===== src/inc/ssr_map.svh =====
`ifndef SSR_MAP_SVH
`define SSR_MAP_SVH
// Register addresses, 7-bit
`define SSR_ADR_MSC 7'h01
`define SSR_ADR_SUP2 7'h40
`define SSR_ADR_SUP1 7'h41
`define SSR_ADR_THERM 7'h42
`define SSR_ADR_DEV 7'h43
`define SSR_ADR_BUS1 7'h44
`define SSR_ADR_BUS2 7'h45
`define SSR_ADR_WK1 7'h46
`define SSR_ADR_WK2 7'h47
`define SSR_ADR_WKLVL 7'h48
`define SSR_ADR_HSOC 7'h54
`define SSR_ADR_HSOL 7'h55
`define SSR_ADR_SWK 7'h70
`define SSR_ADR_ECNT 7'h71
`define SSR_ADR_CDR1 7'h72
`define SSR_ADR_CDR2 7'h73
`define SSR_ADR_ID 7'h7e
// Implemented-bit masks, reserved bits read zero
`define SSR_MSK_SUP2 8'h5f
`define SSR_MSK_SUP1 8'hff
`define SSR_MSK_THERM 8'h07
`define SSR_MSK_DEV 8'hcf
`define SSR_MSK_BUS1 8'h7f
`define SSR_MSK_BUS2 8'h06
`define SSR_MSK_WK1 8'hf7
`define SSR_MSK_WK2 8'h30
`define SSR_MSK_HSOC 8'h0f
`define SSR_MSK_HSOL 8'h0f
`define SSR_MSK_WKLVL 8'hf7
`define SSR_MSK_SWK 8'h4f
`define SSR_MSK_ECNT 8'h3f
`define SSR_MSK_CDR1 8'hff
`define SSR_MSK_CDR2 8'hf0
// Mode and supply control values
`define SSR_MSC_POR 8'h00
`define SSR_MSC_KEEP 8'h23
`define SSR_OV_FLAG 8'h02
// Frame layout and timing
`define SSR_FRAME_BITS 5'h10
`define SSR_ADDR_DONE 5'h07
`define SSR_CNT_MAX 5'h1f
`define SSR_PIN_IDLE 3'h2
`define SSR_RC_NONE 4'hf
`define SSR_RO_NONE 3'h7
`endif


===== src/inc/ssr_pkg.sv =====
package ssr_pkg;
	// Chip mode field encodings
	typedef enum logic [1:0] {
		mode_normal = 2'b00,
		mode_sleep = 2'b01,
		mode_stop = 2'b10,
		mode_soft_reset = 2'b11
	} ssr_mode_e;
	// Mode and supply control, bit 7 first
	typedef struct packed {
		ssr_mode_e mode;
		logic aux_regulator_enable;
		logic [1:0] secondary_regulator_select;
		logic main_overvoltage_reaction_enable;
		logic [1:0] reset_threshold_select;
	} ssr_msc_s;
	// Serial pins as seen at the device
	typedef struct packed {
		logic sck;
		logic cs_n;
		logic mosi;
	} ssr_spi_s;
	// Frame phase
	typedef enum logic [1:0] {
		ph_idle = 2'b00,
		ph_addr = 2'b01,
		ph_data = 2'b10,
		ph_over = 2'b11
	} ssr_phase_e;
endpackage : ssr_pkg


===== src/rtl/ssr_regs.sv =====
`timescale 1ns/1ps
`include "ssr_map.svh"
module ssr_regs #(
	parameter logic [3:0] FAM_CODE = 4'h5, // Arbitrary value
	parameter logic [3:0] PROD_CODE = 4'h3, // Arbitrary value
	parameter int SOFT_RST_CYC = 16
) (
	input wire logic clk_sys,
	input wire logic arst_n,
	input wire logic clk_en,
	input wire ssr_pkg::ssr_spi_s spi_in,
	output logic miso,
	output logic miso_oe_n,
	input wire logic soft_reset_output_config,
	input wire logic restart_enter,
	input wire logic overtemp_event,
	input wire logic main_ov_event,
	input wire logic [9:0][7:0] rc_event,
	input wire logic [4:0][7:0] ro_level,
	output ssr_pkg::ssr_msc_s ctrl,
	output logic soft_reset_pulse,
	output logic reset_out_n,
	output logic ov_reaction_req
);

	// Counter below is eight bits wide
	generate
		if (SOFT_RST_CYC < 1 || SOFT_RST_CYC > 255) begin : g_chk
			$error("SOFT_RST_CYC out of range");
		end
	endgenerate

	localparam logic [7:0] RST_CYC = 8'(SOFT_RST_CYC);

	// Address to latched-status index, shared by read and clear
	function automatic logic [3:0] rc_idx(input logic [6:0] a);
		case (a)
			`SSR_ADR_SUP2: rc_idx = 4'h0;
			`SSR_ADR_SUP1: rc_idx = 4'h1;
			`SSR_ADR_THERM: rc_idx = 4'h2;
			`SSR_ADR_DEV: rc_idx = 4'h3;
			`SSR_ADR_BUS1: rc_idx = 4'h4;
			`SSR_ADR_BUS2: rc_idx = 4'h5;
			`SSR_ADR_WK1: rc_idx = 4'h6;
			`SSR_ADR_WK2: rc_idx = 4'h7;
			`SSR_ADR_HSOC: rc_idx = 4'h8;
			`SSR_ADR_HSOL: rc_idx = 4'h9;
			default: rc_idx = `SSR_RC_NONE;
		endcase
	endfunction : rc_idx

	// Implemented bits of each latched register
	function automatic logic [7:0] rc_mask(input logic [3:0] i);
		case (i)
			4'h0: rc_mask = `SSR_MSK_SUP2;
			4'h1: rc_mask = `SSR_MSK_SUP1;
			4'h2: rc_mask = `SSR_MSK_THERM;
			4'h3: rc_mask = `SSR_MSK_DEV;
			4'h4: rc_mask = `SSR_MSK_BUS1;
			4'h5: rc_mask = `SSR_MSK_BUS2;
			4'h6: rc_mask = `SSR_MSK_WK1;
			4'h7: rc_mask = `SSR_MSK_WK2;
			4'h8: rc_mask = `SSR_MSK_HSOC;
			4'h9: rc_mask = `SSR_MSK_HSOL;
			default: rc_mask = 8'h00;
		endcase
	endfunction : rc_mask

	// Address to live-status index
	function automatic logic [2:0] ro_idx(input logic [6:0] a);
		case (a)
			`SSR_ADR_WKLVL: ro_idx = 3'h0;
			`SSR_ADR_SWK: ro_idx = 3'h1;
			`SSR_ADR_ECNT: ro_idx = 3'h2;
			`SSR_ADR_CDR1: ro_idx = 3'h3;
			`SSR_ADR_CDR2: ro_idx = 3'h4;
			default: ro_idx = `SSR_RO_NONE;
		endcase
	endfunction : ro_idx

	function automatic logic [7:0] ro_mask(input logic [2:0] i);
		case (i)
			3'h0: ro_mask = `SSR_MSK_WKLVL;
			3'h1: ro_mask = `SSR_MSK_SWK;
			3'h2: ro_mask = `SSR_MSK_ECNT;
			3'h3: ro_mask = `SSR_MSK_CDR1;
			3'h4: ro_mask = `SSR_MSK_CDR2;
			default: ro_mask = 8'h00;
		endcase
	endfunction : ro_mask

	logic [2:0] pin_in;
	logic [2:0] s1_r;
	logic [2:0] s2_r;
	logic [2:0] s3_r;
	logic [2:0] flt_r;
	logic [2:0] flt_d_r;
	logic sck_rise;
	logic cs_fall;
	logic cs_rise;
	logic cs_act;
	logic [15:0] in_sr_r;
	logic [7:0] out_sr_r;
	logic [4:0] cnt_r;
	logic rw_r;
	logic [6:0] addr_r;
	ssr_pkg::ssr_phase_e ph_r;
	logic [6:0] rd_addr;
	logic [7:0] rd_val;
	logic frame_ok;
	logic wr_cmd;
	logic [7:0] wdata;
	logic wr_msc;
	logic soft_trig;
	ssr_pkg::ssr_msc_s msc_r;
	ssr_pkg::ssr_msc_s msc_nxt;
	logic [9:0][7:0] rc_r;
	logic [7:0] rst_cnt_r;
	logic miso_r;
	logic miso_oe_n_r;
	logic soft_pulse_r;
	logic rst_n_r;
	logic ov_req_r;

	assign pin_in = {spi_in.sck, spi_in.cs_n, spi_in.mosi};

	// Idle levels of the link pins, so no false edge follows reset
	localparam logic [2:0] PIN_IDLE = `SSR_PIN_IDLE;

	// Three-stage pin capture; a level is taken once stages two and three agree
	genvar gi;
	generate
		for (gi = 0; gi < 3; gi++) begin : g_sync
			always_ff @(posedge clk_sys or negedge arst_n) begin
				if (!arst_n) begin
					s1_r[gi] <= PIN_IDLE[gi];
					s2_r[gi] <= PIN_IDLE[gi];
					s3_r[gi] <= PIN_IDLE[gi];
					flt_r[gi] <= PIN_IDLE[gi];
					flt_d_r[gi] <= PIN_IDLE[gi];
				end else if (clk_en) begin
					s1_r[gi] <= pin_in[gi];
					s2_r[gi] <= s1_r[gi];
					s3_r[gi] <= s2_r[gi];
					if (s2_r[gi] == s3_r[gi]) begin
						flt_r[gi] <= s3_r[gi];
					end
					flt_d_r[gi] <= flt_r[gi];
				end
			end
		end
	endgenerate

	// Edges of the filtered link signals
	assign cs_act = ~flt_r[1];
	assign sck_rise = flt_r[2] & ~flt_d_r[2] & cs_act;
	assign cs_fall = ~flt_r[1] & flt_d_r[1];
	assign cs_rise = flt_r[1] & ~flt_d_r[1];

	// Address of the frame as it completes its first byte
	assign rd_addr = in_sr_r[15:9];

	// Read mux; unmapped addresses answer zero
	always_comb begin
		rd_val = 8'h00;
		if (rd_addr == `SSR_ADR_MSC) begin
			rd_val = msc_r;
		end else if (rd_addr == `SSR_ADR_ID) begin
			rd_val = {FAM_CODE, PROD_CODE};
		end else if (rc_idx(rd_addr) != `SSR_RC_NONE) begin
			rd_val = rc_r[rc_idx(rd_addr)];
		end else if (ro_idx(rd_addr) != `SSR_RO_NONE) begin
			rd_val = ro_level[ro_idx(rd_addr)] & ro_mask(ro_idx(rd_addr));
		end
	end

	// Input shifting and bit count; LSB of the frame first
	always_ff @(posedge clk_sys or negedge arst_n) begin
		if (!arst_n) begin
			in_sr_r <= 16'h0000;
			cnt_r <= 5'h00;
			rw_r <= 1'b0;
			addr_r <= 7'h00;
		end else if (clk_en) begin
			if (cs_fall) begin
				cnt_r <= 5'h00;
			end else if (sck_rise) begin
				in_sr_r <= {flt_r[0], in_sr_r[15:1]};
				if (cnt_r != `SSR_CNT_MAX) begin
					cnt_r <= cnt_r + 5'h01;
				end
				if (cnt_r == `SSR_ADDR_DONE) begin
					rw_r <= flt_r[0];
					addr_r <= rd_addr;
				end
			end
		end
	end

	// Frame phase; a select edge always restarts or ends the frame
	always_ff @(posedge clk_sys or negedge arst_n) begin
		if (!arst_n) begin
			ph_r <= ssr_pkg::ph_idle;
		end else if (clk_en) begin
			if (cs_fall) begin
				ph_r <= ssr_pkg::ph_addr;
			end else if (cs_rise) begin
				ph_r <= ssr_pkg::ph_idle;
			end else if (sck_rise) begin
				case (ph_r)
					ssr_pkg::ph_addr: begin
						if (cnt_r == `SSR_ADDR_DONE) begin
							ph_r <= ssr_pkg::ph_data;
						end
					end
					ssr_pkg::ph_data: begin
						if (cnt_r == `SSR_FRAME_BITS - 5'h01) begin
							ph_r <= ssr_pkg::ph_over;
						end
					end
					ssr_pkg::ph_over: begin
						ph_r <= ssr_pkg::ph_over; // Extra bits push the count past 16
					end
					default: begin
						ph_r <= ssr_pkg::ph_idle;
					end
				endcase
			end
		end
	end

	// Output shifting; old content loaded before any write lands
	always_ff @(posedge clk_sys or negedge arst_n) begin
		if (!arst_n) begin
			out_sr_r <= 8'h00;
			miso_r <= 1'b0;
			miso_oe_n_r <= 1'b1;
		end else if (clk_en) begin
			miso_oe_n_r <= ~cs_act;
			if (cs_fall) begin
				out_sr_r <= rc_r[3];
				miso_r <= rc_r[3][0];
			end else if (sck_rise) begin
				if (cnt_r == `SSR_ADDR_DONE) begin
					out_sr_r <= rd_val;
					miso_r <= rd_val[0];
				end else begin
					out_sr_r <= {1'b0, out_sr_r[7:1]};
					miso_r <= out_sr_r[1];
				end
			end else if (cs_rise) begin
				out_sr_r <= 8'h00; // Idle line reads low, whatever a cut frame left
				miso_r <= 1'b0;
			end
		end
	end

	// Only a complete 16-bit frame acts; short or long ones are dropped
	assign frame_ok = cs_rise && (cnt_r == `SSR_FRAME_BITS) && (ph_r == ssr_pkg::ph_over);
	assign wr_cmd = frame_ok && rw_r;
	assign wdata = in_sr_r[15:8];
	assign wr_msc = wr_cmd && (addr_r == `SSR_ADR_MSC);
	assign soft_trig = wr_msc && (wdata[7:6] == 2'b11) && !restart_enter;

	// Next control value; restart outranks soft reset, soft reset outranks write
	always_comb begin
		msc_nxt = msc_r;
		if (wr_msc) begin
			msc_nxt = wdata;
			if (msc_r.mode == ssr_pkg::mode_stop && wdata[7:6] == 2'b01) begin
				msc_nxt.mode = msc_r.mode;
			end
		end
		if (overtemp_event) begin
			msc_nxt.secondary_regulator_select = 2'b00;
		end
		if (soft_trig) begin
			msc_nxt = `SSR_MSC_POR;
		end
		if (restart_enter) begin
			msc_nxt = msc_r & `SSR_MSC_KEEP;
		end
	end

	// Control register; changes only by write, restart or overtemperature
	always_ff @(posedge clk_sys or negedge arst_n) begin
		if (!arst_n) begin
			msc_r <= `SSR_MSC_POR;
		end else if (clk_en) begin
			msc_r <= msc_nxt;
		end
	end

	// Latched flags; a new event beats a clear in the same cycle
	generate
		for (gi = 0; gi < 10; gi++) begin : g_rc
			logic clr;
			logic [7:0] ev;
			assign clr = wr_cmd && (rc_idx(addr_r) == 4'(gi));
			assign ev = (gi == 0 && main_ov_event) ? (rc_event[gi] | `SSR_OV_FLAG)
				: rc_event[gi];
			always_ff @(posedge clk_sys or negedge arst_n) begin
				if (!arst_n) begin
					rc_r[gi] <= 8'h00;
				end else if (clk_en) begin
					rc_r[gi] <= ((clr ? 8'h00 : rc_r[gi]) | ev) & rc_mask(4'(gi));
				end
			end
		end
	endgenerate

	// Reset output pulse on soft reset, width set by parameter
	always_ff @(posedge clk_sys or negedge arst_n) begin
		if (!arst_n) begin
			rst_cnt_r <= 8'h00;
			rst_n_r <= 1'b1;
			soft_pulse_r <= 1'b0;
		end else if (clk_en) begin
			soft_pulse_r <= soft_trig;
			if (soft_trig && !soft_reset_output_config) begin
				rst_cnt_r <= RST_CYC;
				rst_n_r <= 1'b0;
			end else if (rst_cnt_r > 8'h01) begin
				rst_cnt_r <= rst_cnt_r - 8'h01;
			end else if (rst_cnt_r == 8'h01) begin
				rst_cnt_r <= 8'h00;
				rst_n_r <= 1'b1;
			end
		end
	end

	// Overvoltage reaction only when enabled
	always_ff @(posedge clk_sys or negedge arst_n) begin
		if (!arst_n) begin
			ov_req_r <= 1'b0;
		end else if (clk_en) begin
			ov_req_r <= main_ov_event && msc_r.main_overvoltage_reaction_enable;
		end
	end

	// All outputs straight from flops
	assign ctrl = msc_r;
	assign miso = miso_r;
	assign miso_oe_n = miso_oe_n_r;
	assign soft_reset_pulse = soft_pulse_r;
	assign reset_out_n = rst_n_r;
	assign ov_reaction_req = ov_req_r;

endmodule : ssr_regs


===== config.mk =====
export PLATFORM = sky130hd
export DESIGN_NAME = ssr_regs
export DESIGN_NICKNAME = d
export VERILOG_FILES = /design/src/inc/ssr_pkg.sv /design/src/rtl/ssr_regs.sv
export VERILOG_INCLUDE_DIRS = /design/src /design/src/inc
export SDC_FILE = /design/constraint.sdc
export NUM_CORES = 1
export LEC_CHECK = 0
export BUFFER_PORTS_ARGS = -buffer_cell sky130_fd_sc_hd__buf_4
export CAP_MARGIN = 30
export CORE_MARGIN = 4
export CORE_UTILIZATION = 57
export CTS_CLUSTER_DIAMETER = 30
export DETAILED_ROUTE_END_ITERATION = 10
export MAX_ROUTING_LAYER = met4
export PLACE_DENSITY = 0.84
export SLEW_MARGIN = 10
export SYNTH_ARGS = -nofsm -noshare
export SYNTH_HDL_FRONTEND = slang
export SYNTH_SLANG_ARGS = --single-unit

===== constraint.sdc =====
create_clock -name clk_sys -period 6.1 [get_ports clk_sys]
set_input_delay 0 -clock clk_sys [delete_from_list [all_inputs] [get_ports clk_sys]]
set_output_delay 0 -clock clk_sys [all_outputs]
set_load 0.01 [all_outputs]

==> impl_results.md <==
- Status: complete, no violations
- First-pass detailed-route iteration total: 5
- Clock sinks: 113
- R2R Setup Slk: 2390 ps
- Worst EP arrival: 4170 ps
- Type of the worst setup path: reg -> reg
- Crit path time final: 3710 ps
- Die height: 110 um
- Hold WC Path Type: in -> async
- Max rail drop VDD: 0.243 mV
- Gp weighted congestion: 0.919
- Sequential power share: 0.343
- Skew final: 8.76 ps
- Hold Fails Final Rpt: 0
- Drt via density: 6.44
- Final setup fails: 0
- Least-Margin Pin Slew: 942 ps
- Total DRC errors in the routed layout: 0
- Netlist Area Pre-Place: 0.00591 mm^2
- Placed cell areas: 0.00671 mm^2
- R2R depth: 8
- Skew-Pair Late Insertion Delay: 520 ps
- Most frequent cell after synthesis: dfrtp_1
- Largest net degree at the start of global routing: 87
- Yosys cell types: 72
- Setup TNS: 0 ps
- Post-synth EDFFs: 0
- Max-cap violations: 0
- Total GRT Usage: 0.348
- Crit share post-route: 0.609
- Met2 Routed Length: 9.21 mm
- Antenna diodes: 0
- Synth Flop Type: dfrtp_1
- Fraction of registers with async set/reset: 1.00
- Die width: 110 um
- Vias in the first global route: 5858
- Hpwl dp: 11.8 mm
- Initial core utilization: 0.594
- Drt initial violations: 756
- Finished Layout Cells: 902
- IO Port Bufs: 103
- Clock network power share: 0.327
- Vias: 5806
- Hold bufs inserted after CTS: 70
- CP endpoint kind: flip-flop
- Synth Area per Inst: 9.88 um^2
- Final instance area: 0.00802 mm^2
- Synth area leaders: dfrtp_1 45%, a22o_1 7.7%, nand2_1 4.6%
- First-pass GRT wire length: 30.6 mm
- Overflow after GRT: 0
- Routed wire length: 19.5 mm
- Post-CTS Setup Repair Bufs: 0
- Met3 WL: 1.97 mm
- Sequential fraction of the synthesis area: 0.480
- Share of layout cells above drive strength 1: 0.231
- CP max FO: 17
- Synth top area share: 0.453
- PwrDens: 380 mW/mm^2
- Fmax: 269 MHz
- NumNets Final: 894
- Post-CTS resize count: 0
- Number of I/O pins: 143
- Setup repair after global routing missed its margin: no
- Clock root buffer master: clkbuf_8
- Initial antenna violation count: 0
- Area grow syn2layout: 35.7%
- Relative slew margins: 0.367
- Wire length on met1: 7.28 mm
- Core area: 0.00995 mm^2
- Psw: 1110 uW
- Longest Clk Path Bufs: 2
- DR top layer: met4
- Logic pwr share: 0.329
- Die area: 0.0121 mm^2
- Detail Route Antenna Nets: 0
- Critical Path RT: 6550 ps
- Synth top cells by count: 107 x dfrtp_1, 72 x nand2_1, 52 x a22o_1, 45 x o21ai_0, 33 x nor2_1
- Pint: 1930 uW
- Clock transition at path regs: 60 ps
- Count of pins over their slew limit: 0
- Synth Register Bits: 113
- Rows: 36
- Number of buffers created by CTS: 17
- Sw Ratio: 0.365
- Number of cells after detailed placement: 800
- Largest area contributor in the netlist: dfrtp_1
- Syn_nets: 736
- Yosys Warn Count: 0
- Routed WL per cell: 21.6 um
- Htree depth: 4
- LEAKAGE: 0.00358 uW
- Synth Instances: 598
- CTS tree: built
- Crit path launch type: flip-flop
-- kinds of logic (layout without fill, tap and decap cells) --
family,after synthesis,in the layout,share of synthesized area
muxes,29,29,0.0521
adders and majority gates,8,8,0.0169
AOI/OAI and AO/OA,194,194,0.237
buffers and inverters,59,230,0.0436
and+or+nand+nor,188,188,0.160
xor gates and xnor gates,7,7,0.0104
DFF,113,113,0.480
-- area by class of cell --
cell class              instances  area (um^2)
multi-input cells             426         2820
inverters                      21         78.8
repair buffers                177         1530
clock inverters                12          160
clock buffers                  20          435
fillers                       564         1940
well taps                     133          166
flip-flops and latches        113         2840
-- cell usage in the layout, fill, tap and decap left out, types with 15 or more instances in the layout --
| master | count |
|---|---|
| dfrtp_1 | 107 |
| buf_4 | 106 |
| nand2_1 | 72 |
| dlygate4sd3_1 | 69 |
| a22o_1 | 52 |
| o21ai_0 | 45 |
| nor2_1 | 33 |
| a21oi_1 | 26 |
| inv_1 | 21 |
| clkbuf_16 | 16 |
| mux2i_1 | 15 |
-- stage by stage --
stage / util / hold WS [ps] / total power, uW / worst slack (ps)
3_3_place_gp: 0.672 / -63.3 / 1910 / 3270
4_1_cts: 0.805 / 1.73 / 3000 / 2530
2_1_floorplan: - / -296 / 1680 / 4060
6_report: 0.805 / 10.7 / 3040 / 2390
3_5_place_dp: 0.674 / -60.4 / 1950 / 3220
5_1_grt: 0.805 / 18.0 / 3180 / 2210
-- state kept, by name (all words and copies together), names as in the netlist --
register / count
rc_r: 49
soft_reset_pulse: 1
cnt_r: 5
miso_oe_n: 1
flt_d_r: 1
in_sr_r: 8
miso: 1
s1_r: 3
out_sr_r: 7
ov_reaction_req: 1
ph_r: 2
flt_r: 3
s2_r: 3
reset_out_n: 1
addr_r: 7
rst_cnt_r: 8
rw_r: 1
s3_r: 3
ctrl: 8
-- layer usage --
layer / GRT usage / vias up
li1: - / 2556
met2: 0.538 / 415
met3: 0.0910 / 97
met5: - / -
met4: 0.175 / 0
met1: 0.422 / 2738
-- final timing paths --
kind | startpoint | to
setup / recovery | in_sr_r[13] | out_sr_r[6]
hold / removal | arst_n | s1_r[2]
setup reg to reg | in_sr_r[13] | out_sr_r[6]
hold reg to reg | in_sr_r[8] | in_sr_r[8]
max in group asynchronous | arst_n | reset_out_n
min in group clk_sys | ro_level[27] | out_sr_r[3]
-- critical path: stages (launching register included) --
cell and delay [ps]:
dfrtp_1 760, nand2b_1 440, nor3_2 570, o221ai_1 260, a21oi_1 190, o22ai_1 100, dlygate4sd3_1 560, a41oi_1 180
dlygate4sd3_1 570
-- power by group through the flow --
stage               logic, uW  clock network [uW]  registers, uW
CTS                       972                 993           1040
global route             1080                1030           1060
floorplan                 707                   0            976
global placement          869                   0           1040
finish                   1000                 996           1050
detailed placement        902                   0           1050
Power figures use the tool's default switching activity.
